### src/core/crso_pkg.sv
// constants and beat types for the completer request output stream
package crso_pkg;
    // bus geometry
    localparam int DATA_BITS = 256;
    localparam int DWORD_BITS = 32;
    localparam int KEEP_BITS = DATA_BITS / DWORD_BITS;
    localparam int SIDEBAND_BITS = 85;
    localparam int COUNT_BITS = 4;
    localparam int BEAT_CNT_BITS = 10;
    // configured data widths that the core supports
    localparam int WIDTH_64 = 64;
    localparam int WIDTH_128 = 128;
    localparam int WIDTH_256 = 256;
    // reset values
    localparam logic [DATA_BITS-1:0] DATA_RST = '0;
    localparam logic [KEEP_BITS-1:0] KEEP_RST = 8'h00;
    localparam logic [SIDEBAND_BITS-1:0] SIDEBAND_RST = '0;
    localparam logic [COUNT_BITS-1:0] COUNT_NONE = 4'h0;
    localparam logic [BEAT_CNT_BITS-1:0] BEAT_CNT_RST = 10'h000;
    localparam logic [BEAT_CNT_BITS-1:0] BEAT_CNT_ONE = 10'h001;

    // one beat as handed over by the internal request source
    typedef struct packed {
        logic [SIDEBAND_BITS-1:0] sideband;
        logic [COUNT_BITS-1:0] dword_count;
        logic last;
        logic [DATA_BITS-1:0] data;
    } crso_src_beat_type;

    // one beat as presented to user logic
    typedef struct packed {
        logic [SIDEBAND_BITS-1:0] sideband;
        logic [KEEP_BITS-1:0] keep;
        logic last;
        logic [DATA_BITS-1:0] data;
    } crso_beat_type;
endpackage : crso_pkg

### src/core/crso_stream_out.sv
// completer request path output stream: source side of the user valid/ready stream
//
// Overview of operation
// - an 85-bit sideband bus describes the packet and means something only while valid is high.
// - end of packet is high only in the final beat of each packet.
// - a packet that fits in one beat has end of packet set in that first beat.
// - the keep bus has one bit per 32-bit dword, set when that dword of the beat is valid.
// - keep is contiguous from the first descriptor dword, full except in a short final beat.
// - keep bits 7:4 stay zero on a 128-bit bus and bits 7:2 stay zero on a 64-bit bus.
// - valid is high in every cycle with meaningful data on the bus and in no other.
// - once a packet starts, valid stays high with no idle cycle until its final beat.
// - a beat moves only in a cycle where valid and ready are both high.
// - with valid high and ready low the same beat is held and valid stays high.
// - data bits above the configured width (255:128 or 255:64) stay zero.
//
// structure: one output register stage sits between the internal request
// source and the user stream. keep and lane clearing are worked out from the
// source beat before it enters the stage, so every user side output comes
// straight from a flop. the source is asked for a new beat only when the
// stage is empty or its beat leaves in this cycle, which gives one beat per
// cycle of throughput without a skid buffer.
// limitation: the stage cannot make up beats; a source that pauses inside a
// packet leaves a hole in valid, which is reported on source_gap_o.
// the packet length output holds at the counter top instead of wrapping.
`timescale 1ns/1ns
`default_nettype none
module crso_stream_out #(
    parameter int BUS_WIDTH = crso_pkg::WIDTH_256
) (
    input wire logic clk_i,
    input wire logic nrst_i,
    // internal request source
    input wire logic src_valid_i,
    input wire crso_pkg::crso_src_beat_type src_beat_i,
    output logic src_ready_o,
    // user side stream
    output logic req_out_valid_o,
    output logic [crso_pkg::DATA_BITS-1:0] req_out_data_o,
    output logic [crso_pkg::SIDEBAND_BITS-1:0] req_out_sideband_o,
    output logic [crso_pkg::KEEP_BITS-1:0] req_out_dword_keep_o,
    output logic req_out_end_of_packet_o,
    input wire logic req_out_ready_i,
    // status
    output logic pkt_done_o,
    output logic [crso_pkg::BEAT_CNT_BITS-1:0] pkt_beats_o,
    output logic source_gap_o
);
    // dwords carried by the configured bus
    localparam int BUS_DWORDS = BUS_WIDTH / crso_pkg::DWORD_BITS;
    // top of the beat counter, where counting stops
    localparam logic [crso_pkg::BEAT_CNT_BITS-1:0] CNT_MAX = '1;

    // output stage and packet tracking
    logic valid_q;
    logic valid_d;
    crso_pkg::crso_beat_type beat_q;
    crso_pkg::crso_beat_type beat_d;
    logic in_pkt_q;
    logic in_pkt_d;
    logic [crso_pkg::BEAT_CNT_BITS-1:0] beat_cnt_q;
    logic [crso_pkg::BEAT_CNT_BITS-1:0] beat_cnt_d;
    logic [crso_pkg::BEAT_CNT_BITS-1:0] pkt_beats_q;
    logic done_q;
    logic gap_q;
    logic gap_seen_q;

    // handshake terms
    logic accept;
    logic load;
    logic pkt_end;
    logic [crso_pkg::KEEP_BITS-1:0] keep_new;
    logic [crso_pkg::DATA_BITS-1:0] data_new;

    // a beat moves only when both sides agree
    assign accept = valid_q && req_out_ready_i;
    // the stage refills when empty or when its beat leaves this cycle
    assign src_ready_o = !valid_q || req_out_ready_i;
    assign load = src_valid_i && src_ready_o;
    // the final beat of a packet leaves in this cycle
    assign pkt_end = accept && beat_q.last;

    // keep and lane clearing for the incoming beat
    crso_keep_gen #(
        .BUS_DWORDS(BUS_DWORDS)
    ) u_keep (
        .dword_count_i(src_beat_i.dword_count),
        .last_i(src_beat_i.last),
        .data_i(src_beat_i.data),
        .keep_o(keep_new),
        .data_o(data_new)
    );

    // next beat: taken only when the stage may change, so a stalled beat stays put
    always_comb begin
        beat_d = beat_q;
        if (load) begin
            beat_d.data = data_new;
            beat_d.keep = keep_new;
            beat_d.sideband = src_beat_i.sideband;
            // the source marks the final beat, which may also be the first
            beat_d.last = src_beat_i.last;
        end
    end

    // valid follows the stage contents exactly
    always_comb begin
        valid_d = valid_q;
        if (load) begin
            valid_d = 1'b1;
        end else if (accept) begin
            valid_d = 1'b0;
        end
    end

    // valid register of the output stage
    always_ff @(posedge clk_i) begin
        if (!nrst_i) begin
            valid_q <= 1'b0;
        end else begin
            valid_q <= valid_d;
        end
    end

    // beat register; data outputs come straight from flops
    always_ff @(posedge clk_i) begin
        if (!nrst_i) begin
            beat_q.data <= crso_pkg::DATA_RST;
            beat_q.keep <= crso_pkg::KEEP_RST;
            beat_q.sideband <= crso_pkg::SIDEBAND_RST;
            beat_q.last <= 1'b0;
        end else begin
            beat_q <= beat_d;
        end
    end

    // packet tracking: inside a packet from its first accepted beat to its last
    always_comb begin
        in_pkt_d = in_pkt_q;
        beat_cnt_d = beat_cnt_q;
        if (accept) begin
            if (beat_q.last) begin
                // single-beat packets never enter the in-packet state
                in_pkt_d = 1'b0;
                beat_cnt_d = crso_pkg::BEAT_CNT_RST;
            end else begin
                in_pkt_d = 1'b1;
                // saturate rather than wrap on very long packets
                if (beat_cnt_q != CNT_MAX) begin
                    beat_cnt_d = beat_cnt_q + crso_pkg::BEAT_CNT_ONE;
                end
            end
        end
    end

    always_ff @(posedge clk_i) begin
        if (!nrst_i) begin
            in_pkt_q <= 1'b0;
            beat_cnt_q <= crso_pkg::BEAT_CNT_RST;
        end else begin
            in_pkt_q <= in_pkt_d;
            beat_cnt_q <= beat_cnt_d;
        end
    end

    // packet completion pulse, one cycle after the final beat leaves
    always_ff @(posedge clk_i) begin
        if (!nrst_i) begin
            done_q <= 1'b0;
        end else begin
            done_q <= pkt_end;
        end
    end

    // length of the packet just finished; held at the top, a wrap would read as zero
    always_ff @(posedge clk_i) begin
        if (!nrst_i) begin
            pkt_beats_q <= crso_pkg::BEAT_CNT_RST;
        end else if (pkt_end) begin
            if (beat_cnt_q == CNT_MAX) begin
                pkt_beats_q <= CNT_MAX;
            end else begin
                pkt_beats_q <= beat_cnt_q + crso_pkg::BEAT_CNT_ONE;
            end
        end
    end

    // gap watch: the stage cannot invent beats, so a source that stalls
    // mid-packet would break the no-gap promise; flag it once per packet
    always_ff @(posedge clk_i) begin
        if (!nrst_i) begin
            gap_q <= 1'b0;
        end else begin
            gap_q <= in_pkt_q && !valid_q && !gap_seen_q;
        end
    end

    // once flagged, stay quiet until the packet is over
    always_ff @(posedge clk_i) begin
        if (!nrst_i) begin
            gap_seen_q <= 1'b0;
        end else if (!in_pkt_q) begin
            gap_seen_q <= 1'b0;
        end else if (!valid_q) begin
            gap_seen_q <= 1'b1;
        end
    end

    // user side outputs
    assign req_out_valid_o = valid_q;
    assign req_out_data_o = beat_q.data;
    assign req_out_sideband_o = beat_q.sideband;
    assign req_out_dword_keep_o = beat_q.keep;
    assign req_out_end_of_packet_o = beat_q.last;

    // status outputs
    assign pkt_done_o = done_q;
    assign pkt_beats_o = pkt_beats_q;
    assign source_gap_o = gap_q;
endmodule : crso_stream_out
`default_nettype wire

### src/core/crso_keep_gen.sv
// per-dword keep mask and data lane clearing for one beat
`timescale 1ns/1ns
`default_nettype none
module crso_keep_gen #(
    parameter int BUS_DWORDS = crso_pkg::KEEP_BITS
) (
    input wire logic [crso_pkg::COUNT_BITS-1:0] dword_count_i,
    input wire logic last_i,
    input wire logic [crso_pkg::DATA_BITS-1:0] data_i,
    output logic [crso_pkg::KEEP_BITS-1:0] keep_o,
    output logic [crso_pkg::DATA_BITS-1:0] data_o
);
    // a zero count on a final beat is taken as a full beat
    logic partial;
    assign partial = last_i && (dword_count_i != crso_pkg::COUNT_NONE);

    // one lane per dword: lanes above the bus width are tied low
    for (genvar i = 0; i < crso_pkg::KEEP_BITS; i++) begin : g_lane
        if (i < BUS_DWORDS) begin : g_used
            // contiguous from dword 0, short only on a final beat
            assign keep_o[i] = !partial || (i < int'(dword_count_i));
            assign data_o[i*crso_pkg::DWORD_BITS +: crso_pkg::DWORD_BITS] =
                data_i[i*crso_pkg::DWORD_BITS +: crso_pkg::DWORD_BITS];
        end else begin : g_unused
            assign keep_o[i] = 1'b0;
            assign data_o[i*crso_pkg::DWORD_BITS +: crso_pkg::DWORD_BITS] = '0;
        end
    end
endmodule : crso_keep_gen
`default_nettype wire

### config.mk
export PLATFORM = sky130hd
export DESIGN_NAME = crso_stream_out
export DESIGN_NICKNAME = d
export VERILOG_FILES = /design/src/core/crso_pkg.sv /design/src/core/crso_stream_out.sv /design/src/core/crso_keep_gen.sv
export SDC_FILE = /design/constraint.sdc
export NUM_CORES = 1
export LEC_CHECK = 0
export BUFFER_PORTS_ARGS = -buffer_cell sky130_fd_sc_hd__buf_2
export CELL_PAD_IN_SITES_DETAIL_PLACEMENT = 1
export CELL_PAD_IN_SITES_GLOBAL_PLACEMENT = 1
export CORE_AREA = 2 2 280 282
export CTS_CLUSTER_DIAMETER = 40
export DETAILED_ROUTE_END_ITERATION = 6
export DIE_AREA = 0 0 282 284
export GPL_TIMING_DRIVEN = 0
export PLACE_DENSITY_LB_ADDON = 0.15
export SYNTH_ARGS = -nofsm -noshare
export SYNTH_HDL_FRONTEND = slang
export SYNTH_SLANG_ARGS = --single-unit
### constraint.sdc
create_clock -name clk_i -period 1.45 [get_ports clk_i]
set_input_delay 0 -clock clk_i [delete_from_list [all_inputs] [get_ports clk_i]]
set_output_delay 0 -clock clk_i [all_outputs]
set_load 0.01 [all_outputs]
==> report_table.html <==
<table>
<tr><th>Metric</th><th>Value</th></tr>
<tr><th colspan="2">Clocking</th></tr>
<tr><td>Clock transition at the registers of the reported paths</td><td>0.05 ns</td></tr>
<tr><td>CTS tree</td><td>done</td></tr>
<tr><td>Worst-case clock buffer depth</td><td>3</td></tr>
<tr><td>Number of sinks driven by the clock tree</td><td>375</td></tr>
<tr><td>Worst-Skew Late Latency</td><td>0.61 ns</td></tr>
<tr><td>H-tree levels</td><td>3</td></tr>
<tr><td>Cts bufs inserted</td><td>89</td></tr>
<tr><td>Root buffer cell</td><td>sky130_fd_sc_hd__clkbuf_16</td></tr>
<tr><th colspan="2">Cells and area</th></tr>
<tr><td>Fraction of layout cells with a size suffix above 1</td><td>34.84%</td></tr>
<tr><td>Storage element area</td><td>7523 µm²</td></tr>
<tr><td>Multi-input gate area in the final layout</td><td>5196 µm²</td></tr>
<tr><td>Layout fillers</td><td>9,232</td></tr>
<tr><td>Area Growth Syn to Fin</td><td>90.09%</td></tr>
<tr><td>Area of all placed cells without fillers</td><td>25,330 µm²</td></tr>
<tr><td>Final-stage net count</td><td>3,180</td></tr>
<tr><th colspan="2">Outcome</th></tr>
<tr><td>Result of the run</td><td>completed</td></tr>
<tr><th colspan="2">STA</th></tr>
<tr><td>Total count of hold-check failures in the final report</td><td>0</td></tr>
<tr><td>Highest Clock Rate</td><td>689.9 MHz</td></tr>
<tr><td>Total negative slack</td><td>0 ns</td></tr>
<tr><td>Setup repair after global routing missed its margin</td><td>yes</td></tr>
<tr><td>Pins Over Slew Limit</td><td>0</td></tr>
<tr><td>Final worst path period share</td><td>99.97%</td></tr>
<tr><td>Relative slew slack</td><td>41.15%</td></tr>
<tr><td>Min Clock Period, post-route</td><td>1.450 ns</td></tr>
<tr><td>Total of endpoints with negative setup slack in the final report</td><td>0</td></tr>
<tr><td>Slew at the pin closest to its max-slew limit</td><td>0.8828 ns</td></tr>
<tr><td>Setup Skew</td><td>0.01916 ns</td></tr>
<tr><th colspan="2">Synth</th></tr>
<tr><td>Cell type contributing the most total cell area after synthesis</td><td>sky130_fd_sc_hd__dfxtp_1</td></tr>
<tr><td>Post-synth top flop</td><td>sky130_fd_sc_hd__dfxtp_1</td></tr>
<tr><td>Net Count, Synth</td><td>2,012</td></tr>
<tr><td>Most frequent cell after synthesis</td><td>sky130_fd_sc_hd__nand2_1</td></tr>
<tr><td>Area fraction of the dominant cell type after synthesis</td><td>56.33%</td></tr>
<tr><td>Top cells by instance count after synthesis</td><td>sky130_fd_sc_hd__nand2_1 (697), sky130_fd_sc_hd__dfxtp_1 (375), sky130_fd_sc_hd__a21oi_1 (362), sky130_fd_sc_hd__clkbuf_1 (46), sky130_fd_sc_hd__buf_2 (41)</td></tr>
<tr><td>Post-synth EDFFs</td><td>0</td></tr>
<tr><td>Flip-flop and latch count after synthesis</td><td>375</td></tr>
<tr><td>Netlist cell types</td><td>48</td></tr>
<tr><td>Cell count after synthesis</td><td>1,661</td></tr>
<tr><td>Total standard cell area after synthesis</td><td>13,330 µm²</td></tr>
<tr><td>Synth top area cells</td><td>sky130_fd_sc_hd__dfxtp_1 (56%), sky130_fd_sc_hd__nand2_1 (20%), sky130_fd_sc_hd__a21oi_1 (14%)</td></tr>
<tr><td>YS warnings</td><td>0</td></tr>
<tr><td>Sequential-to-total area share from yosys stat</td><td>56.33%</td></tr>
<tr><td>Synth async-reset ratio</td><td>0%</td></tr>
<tr><td>Average footprint of a synthesized cell</td><td>8.023 µm²</td></tr>
<tr><th colspan="2">Die</th></tr>
<tr><td>Total die area</td><td>80,090 µm²</td></tr>
<tr><td>Placeable core region</td><td>76,960 µm²</td></tr>
<tr><td>Die Y-Extent</td><td>284 µm</td></tr>
<tr><td>Starting density of the core</td><td>17.32%</td></tr>
<tr><td>Num rows</td><td>102</td></tr>
<tr><td>Top-Level Pins</td><td>714</td></tr>
<tr><td>Width of the chip</td><td>282 µm</td></tr>
<tr><th colspan="2">Global routing</th></tr>
<tr><td>Antenna violations before repair</td><td>6</td></tr>
<tr><td>Global route overflow</td><td>0</td></tr>
<tr><td>Maximum number of pins on one net before global-route repair</td><td>13</td></tr>
<tr><td>Number of global-route vias before repair</td><td>17,490</td></tr>
<tr><td>Total GRT Usage</td><td>17.21%</td></tr>
<tr><td>Global-route wire length before repair</td><td>105.2 mm</td></tr>
<tr><th colspan="2">Placed design</th></tr>
<tr><td>Sum of net half-perimeters after detailed placement</td><td>53.74 mm</td></tr>
<tr><td>Cell area after placement</td><td>18,190 µm²</td></tr>
<tr><td>Number of I/O port buffers</td><td>712</td></tr>
<tr><td>Placer congestion estimate</td><td>0.7999</td></tr>
<tr><th colspan="2">Drt</th></tr>
<tr><td>Total length of routed wires</td><td>71.48 mm</td></tr>
<tr><td>Router iterations before antenna repair</td><td>4</td></tr>
<tr><td>Via Count</td><td>16,020</td></tr>
<tr><td># DRC</td><td>0</td></tr>
<tr><td>Final ANT Viol Nets</td><td>0</td></tr>
<tr><td>Average detailed-routed wire length per instance</td><td>18.11 µm</td></tr>
<tr><td>Number of vias per cell</td><td>4.059</td></tr>
<tr><td>First DRT Iteration DRCs</td><td>341</td></tr>
<tr><th colspan="2">Worst setup path</th></tr>
<tr><td>Crit. End Element</td><td>register</td></tr>
<tr><td>Required time of the critical path</td><td>1.99 ns</td></tr>
<tr><td>Class of the most critical setup path</td><td>reg -&gt; reg</td></tr>
<tr><td>CP Max Fanout</td><td>10</td></tr>
<tr><td>Sort of element at the start of the critical path</td><td>register</td></tr>
<tr><td>Signal arrival time at the worst endpoint</td><td>1.99 ns</td></tr>
<tr><th colspan="2">Worst hold path</th></tr>
<tr><td>Type of the tightest min-delay check</td><td>in -&gt; reg</td></tr>
<tr><th colspan="2">Pwr</th></tr>
<tr><td>Max rail drop VDD</td><td>666.3 µV</td></tr>
<tr><td>Leakage dissipation</td><td>11.64 nW</td></tr>
<tr><td>Pwr dens</td><td>1403 nW/µm²</td></tr>
<tr><th colspan="2">Run</th></tr>
<tr><td>Reported max-cap violation count</td><td>0</td></tr>
</table>
[critical path, stage by stage, from the launching register on]
cell and delay (ns):
sky130_fd_sc_hd__dfxtp_4 0.35, sky130_fd_sc_hd__nand2b_4 0.11, sky130_fd_sc_hd__and2_4 0.16, sky130_fd_sc_hd__buf_12 0.15, sky130_fd_sc_hd__buf_16 0.18, sky130_fd_sc_hd__buf_4 0.20
sky130_fd_sc_hd__nand2_1 0.08, sky130_fd_sc_hd__a21oi_1 0.12
[worst paths after layout]
| check | start | endpoint | slack, ns | cells past startpoint |
|---|---|---|---|---|
| min reg2reg | req_out_data_o[176]$_SDFFE_PN0P_ | req_out_data_o[176]$_SDFFE_PN0P_ | 0.45 | 2 |
| min | src_valid_i | req_out_data_o[247]$_SDFFE_PN0P_ | 0.05 | 5 |
| max | req_out_valid_o$_SDFFE_PN0P_ | req_out_data_o[92]$_SDFFE_PN0P_ | 0.0005 | 7 |
| max reg2reg | req_out_valid_o$_SDFFE_PN0P_ | req_out_data_o[92]$_SDFFE_PN0P_ | 0.0005 | 7 |
[repair_timing]
| action | 4_1_cts | 5_1_grt |
|---|---|---|
| endpoints found under the hold margin | 361 | 0 |
| hold buffers | 351 | 0 |
| gates resized for setup | 78 | 75 |
| setup endpoints to repair | 371 | 289 |
| gates cloned | 1 | 1 |
| pin swaps | 1 | 6 |
| setup buffers | 4 | 9 |
[cell families after synthesis]
logic type      count (synthesis)  share of synthesized area, %
xor+xnor                        5                        0.3287
flops                         375                         56.33
mux                             1                       0.07511
simple gates                  743                         21.77
compound gates                403                         15.79
buf+inv                       133                         5.605
fa+ha+maj                       1                       0.09387
[layer usage]
layer	vias to the layer above	track usage [%]	part of all wire [%]
met5	-	0	0
met3	145	6.043	8.7
met4	0	7.301	3.6
li1	7797	-	-
met1	7533	17.90	37
met2	540	31.00	50
[cells in the final DEF (no fill, tap or decap), types with 3 or more instances in the layout]
| cell type | count |
|---|---|
| sky130_fd_sc_hd__buf_16 | 3 |
| sky130_fd_sc_hd__clkbuf_4 | 8 |
| sky130_fd_sc_hd__a21oi_2 | 7 |
| sky130_fd_sc_hd__xor2_1 | 3 |
| sky130_fd_sc_hd__a31oi_1 | 3 |
| sky130_fd_sc_hd__bufinv_16 | 9 |
| sky130_fd_sc_hd__dfxtp_1 | 366 |
| sky130_fd_sc_hd__buf_12 | 5 |
| sky130_fd_sc_hd__inv_6 | 3 |
| sky130_fd_sc_hd__nand4_1 | 6 |
| sky130_fd_sc_hd__o21ai_0 | 15 |
| sky130_fd_sc_hd__clkbuf_8 | 14 |
| sky130_fd_sc_hd__clkinvlp_4 | 9 |
| sky130_fd_sc_hd__nor2_1 | 9 |
| sky130_fd_sc_hd__buf_2 | 719 |
| sky130_fd_sc_hd__inv_1 | 6 |
| sky130_fd_sc_hd__o21ai_1 | 3 |
| sky130_fd_sc_hd__clkbuf_1 | 48 |
| sky130_fd_sc_hd__buf_6 | 28 |
| sky130_fd_sc_hd__clkinv_2 | 22 |
| sky130_fd_sc_hd__clkinv_4 | 3 |
| sky130_fd_sc_hd__a21oi_1 | 355 |
| sky130_fd_sc_hd__nand2_1 | 693 |
| sky130_fd_sc_hd__clkbuf_2 | 10 |
| sky130_fd_sc_hd__o21ai_2 | 4 |
| sky130_fd_sc_hd__dlygate4sd3_1 | 351 |
| sky130_fd_sc_hd__buf_8 | 9 |
| sky130_fd_sc_hd__nand3_1 | 8 |
| sky130_fd_sc_hd__dfxtp_2 | 7 |
| sky130_fd_sc_hd__nand2b_1 | 3 |
| sky130_fd_sc_hd__diode_2 | 4 |
| sky130_fd_sc_hd__clkbuf_16 | 89 |
| sky130_fd_sc_hd__buf_4 | 33 |
[per-stage QoR]
stage | util [%] | cells | hold WS (ns) | power [W] | worst slack [ns]
after CTS | 32.53 | 3933 | 0.03480 | 0.03610 | -0.006039
final | 32.92 | 3946 | 0.05423 | 0.03554 | 0.0004969
after global routing | 32.92 | 3946 | 0.06514 | 0.03717 | -0.08851
after detailed placement | 23.64 | 3413 | 0.2477 | 0.01473 | -0.8568
after global placement | 23.64 | 3413 | 0.2415 | 0.01466 | -0.7839
after floorplan | - | 1661 | 0.1273 | 0.01287 | 0.03575
[flip-flops by register name (all words and copies together) (netlist names)]
register                 flops
beat_cnt_q                  10
gap_seen_q                   1
in_pkt_q                     1
pkt_beats_o                 10
pkt_done_o                   1
req_out_data_o             256
req_out_dword_keep_o         8
req_out_end_of_packet_o      1
req_out_sideband_o          85
req_out_valid_o              1
source_gap_o                 1
[cell type report]
| cell class | instances | share of cell area (%) |
|---|---|---|
| flip-flops and latches | 375 | 29.70 |
| repair buffers | 1078 | 28.45 |
| multi-input cells | 1153 | 20.51 |
| clock buffers | 114 | 9.676 |
| well taps | 1040 | 5.137 |
| plain buffers | 126 | 4.139 |
| clock inverters | 50 | 2.262 |
| inverters | 6 | 0.08890 |
| diodes | 4 | 0.03951 |
[where the power goes]
part	leakage, nW	switching, W	internal [W]
logic	7.08	0.00221	0.00201
registers	3.09	0.000312	0.0109
clock network	1.48	0.00657	0.0135
No activity file was read; power rests on OpenSTA's default activity.
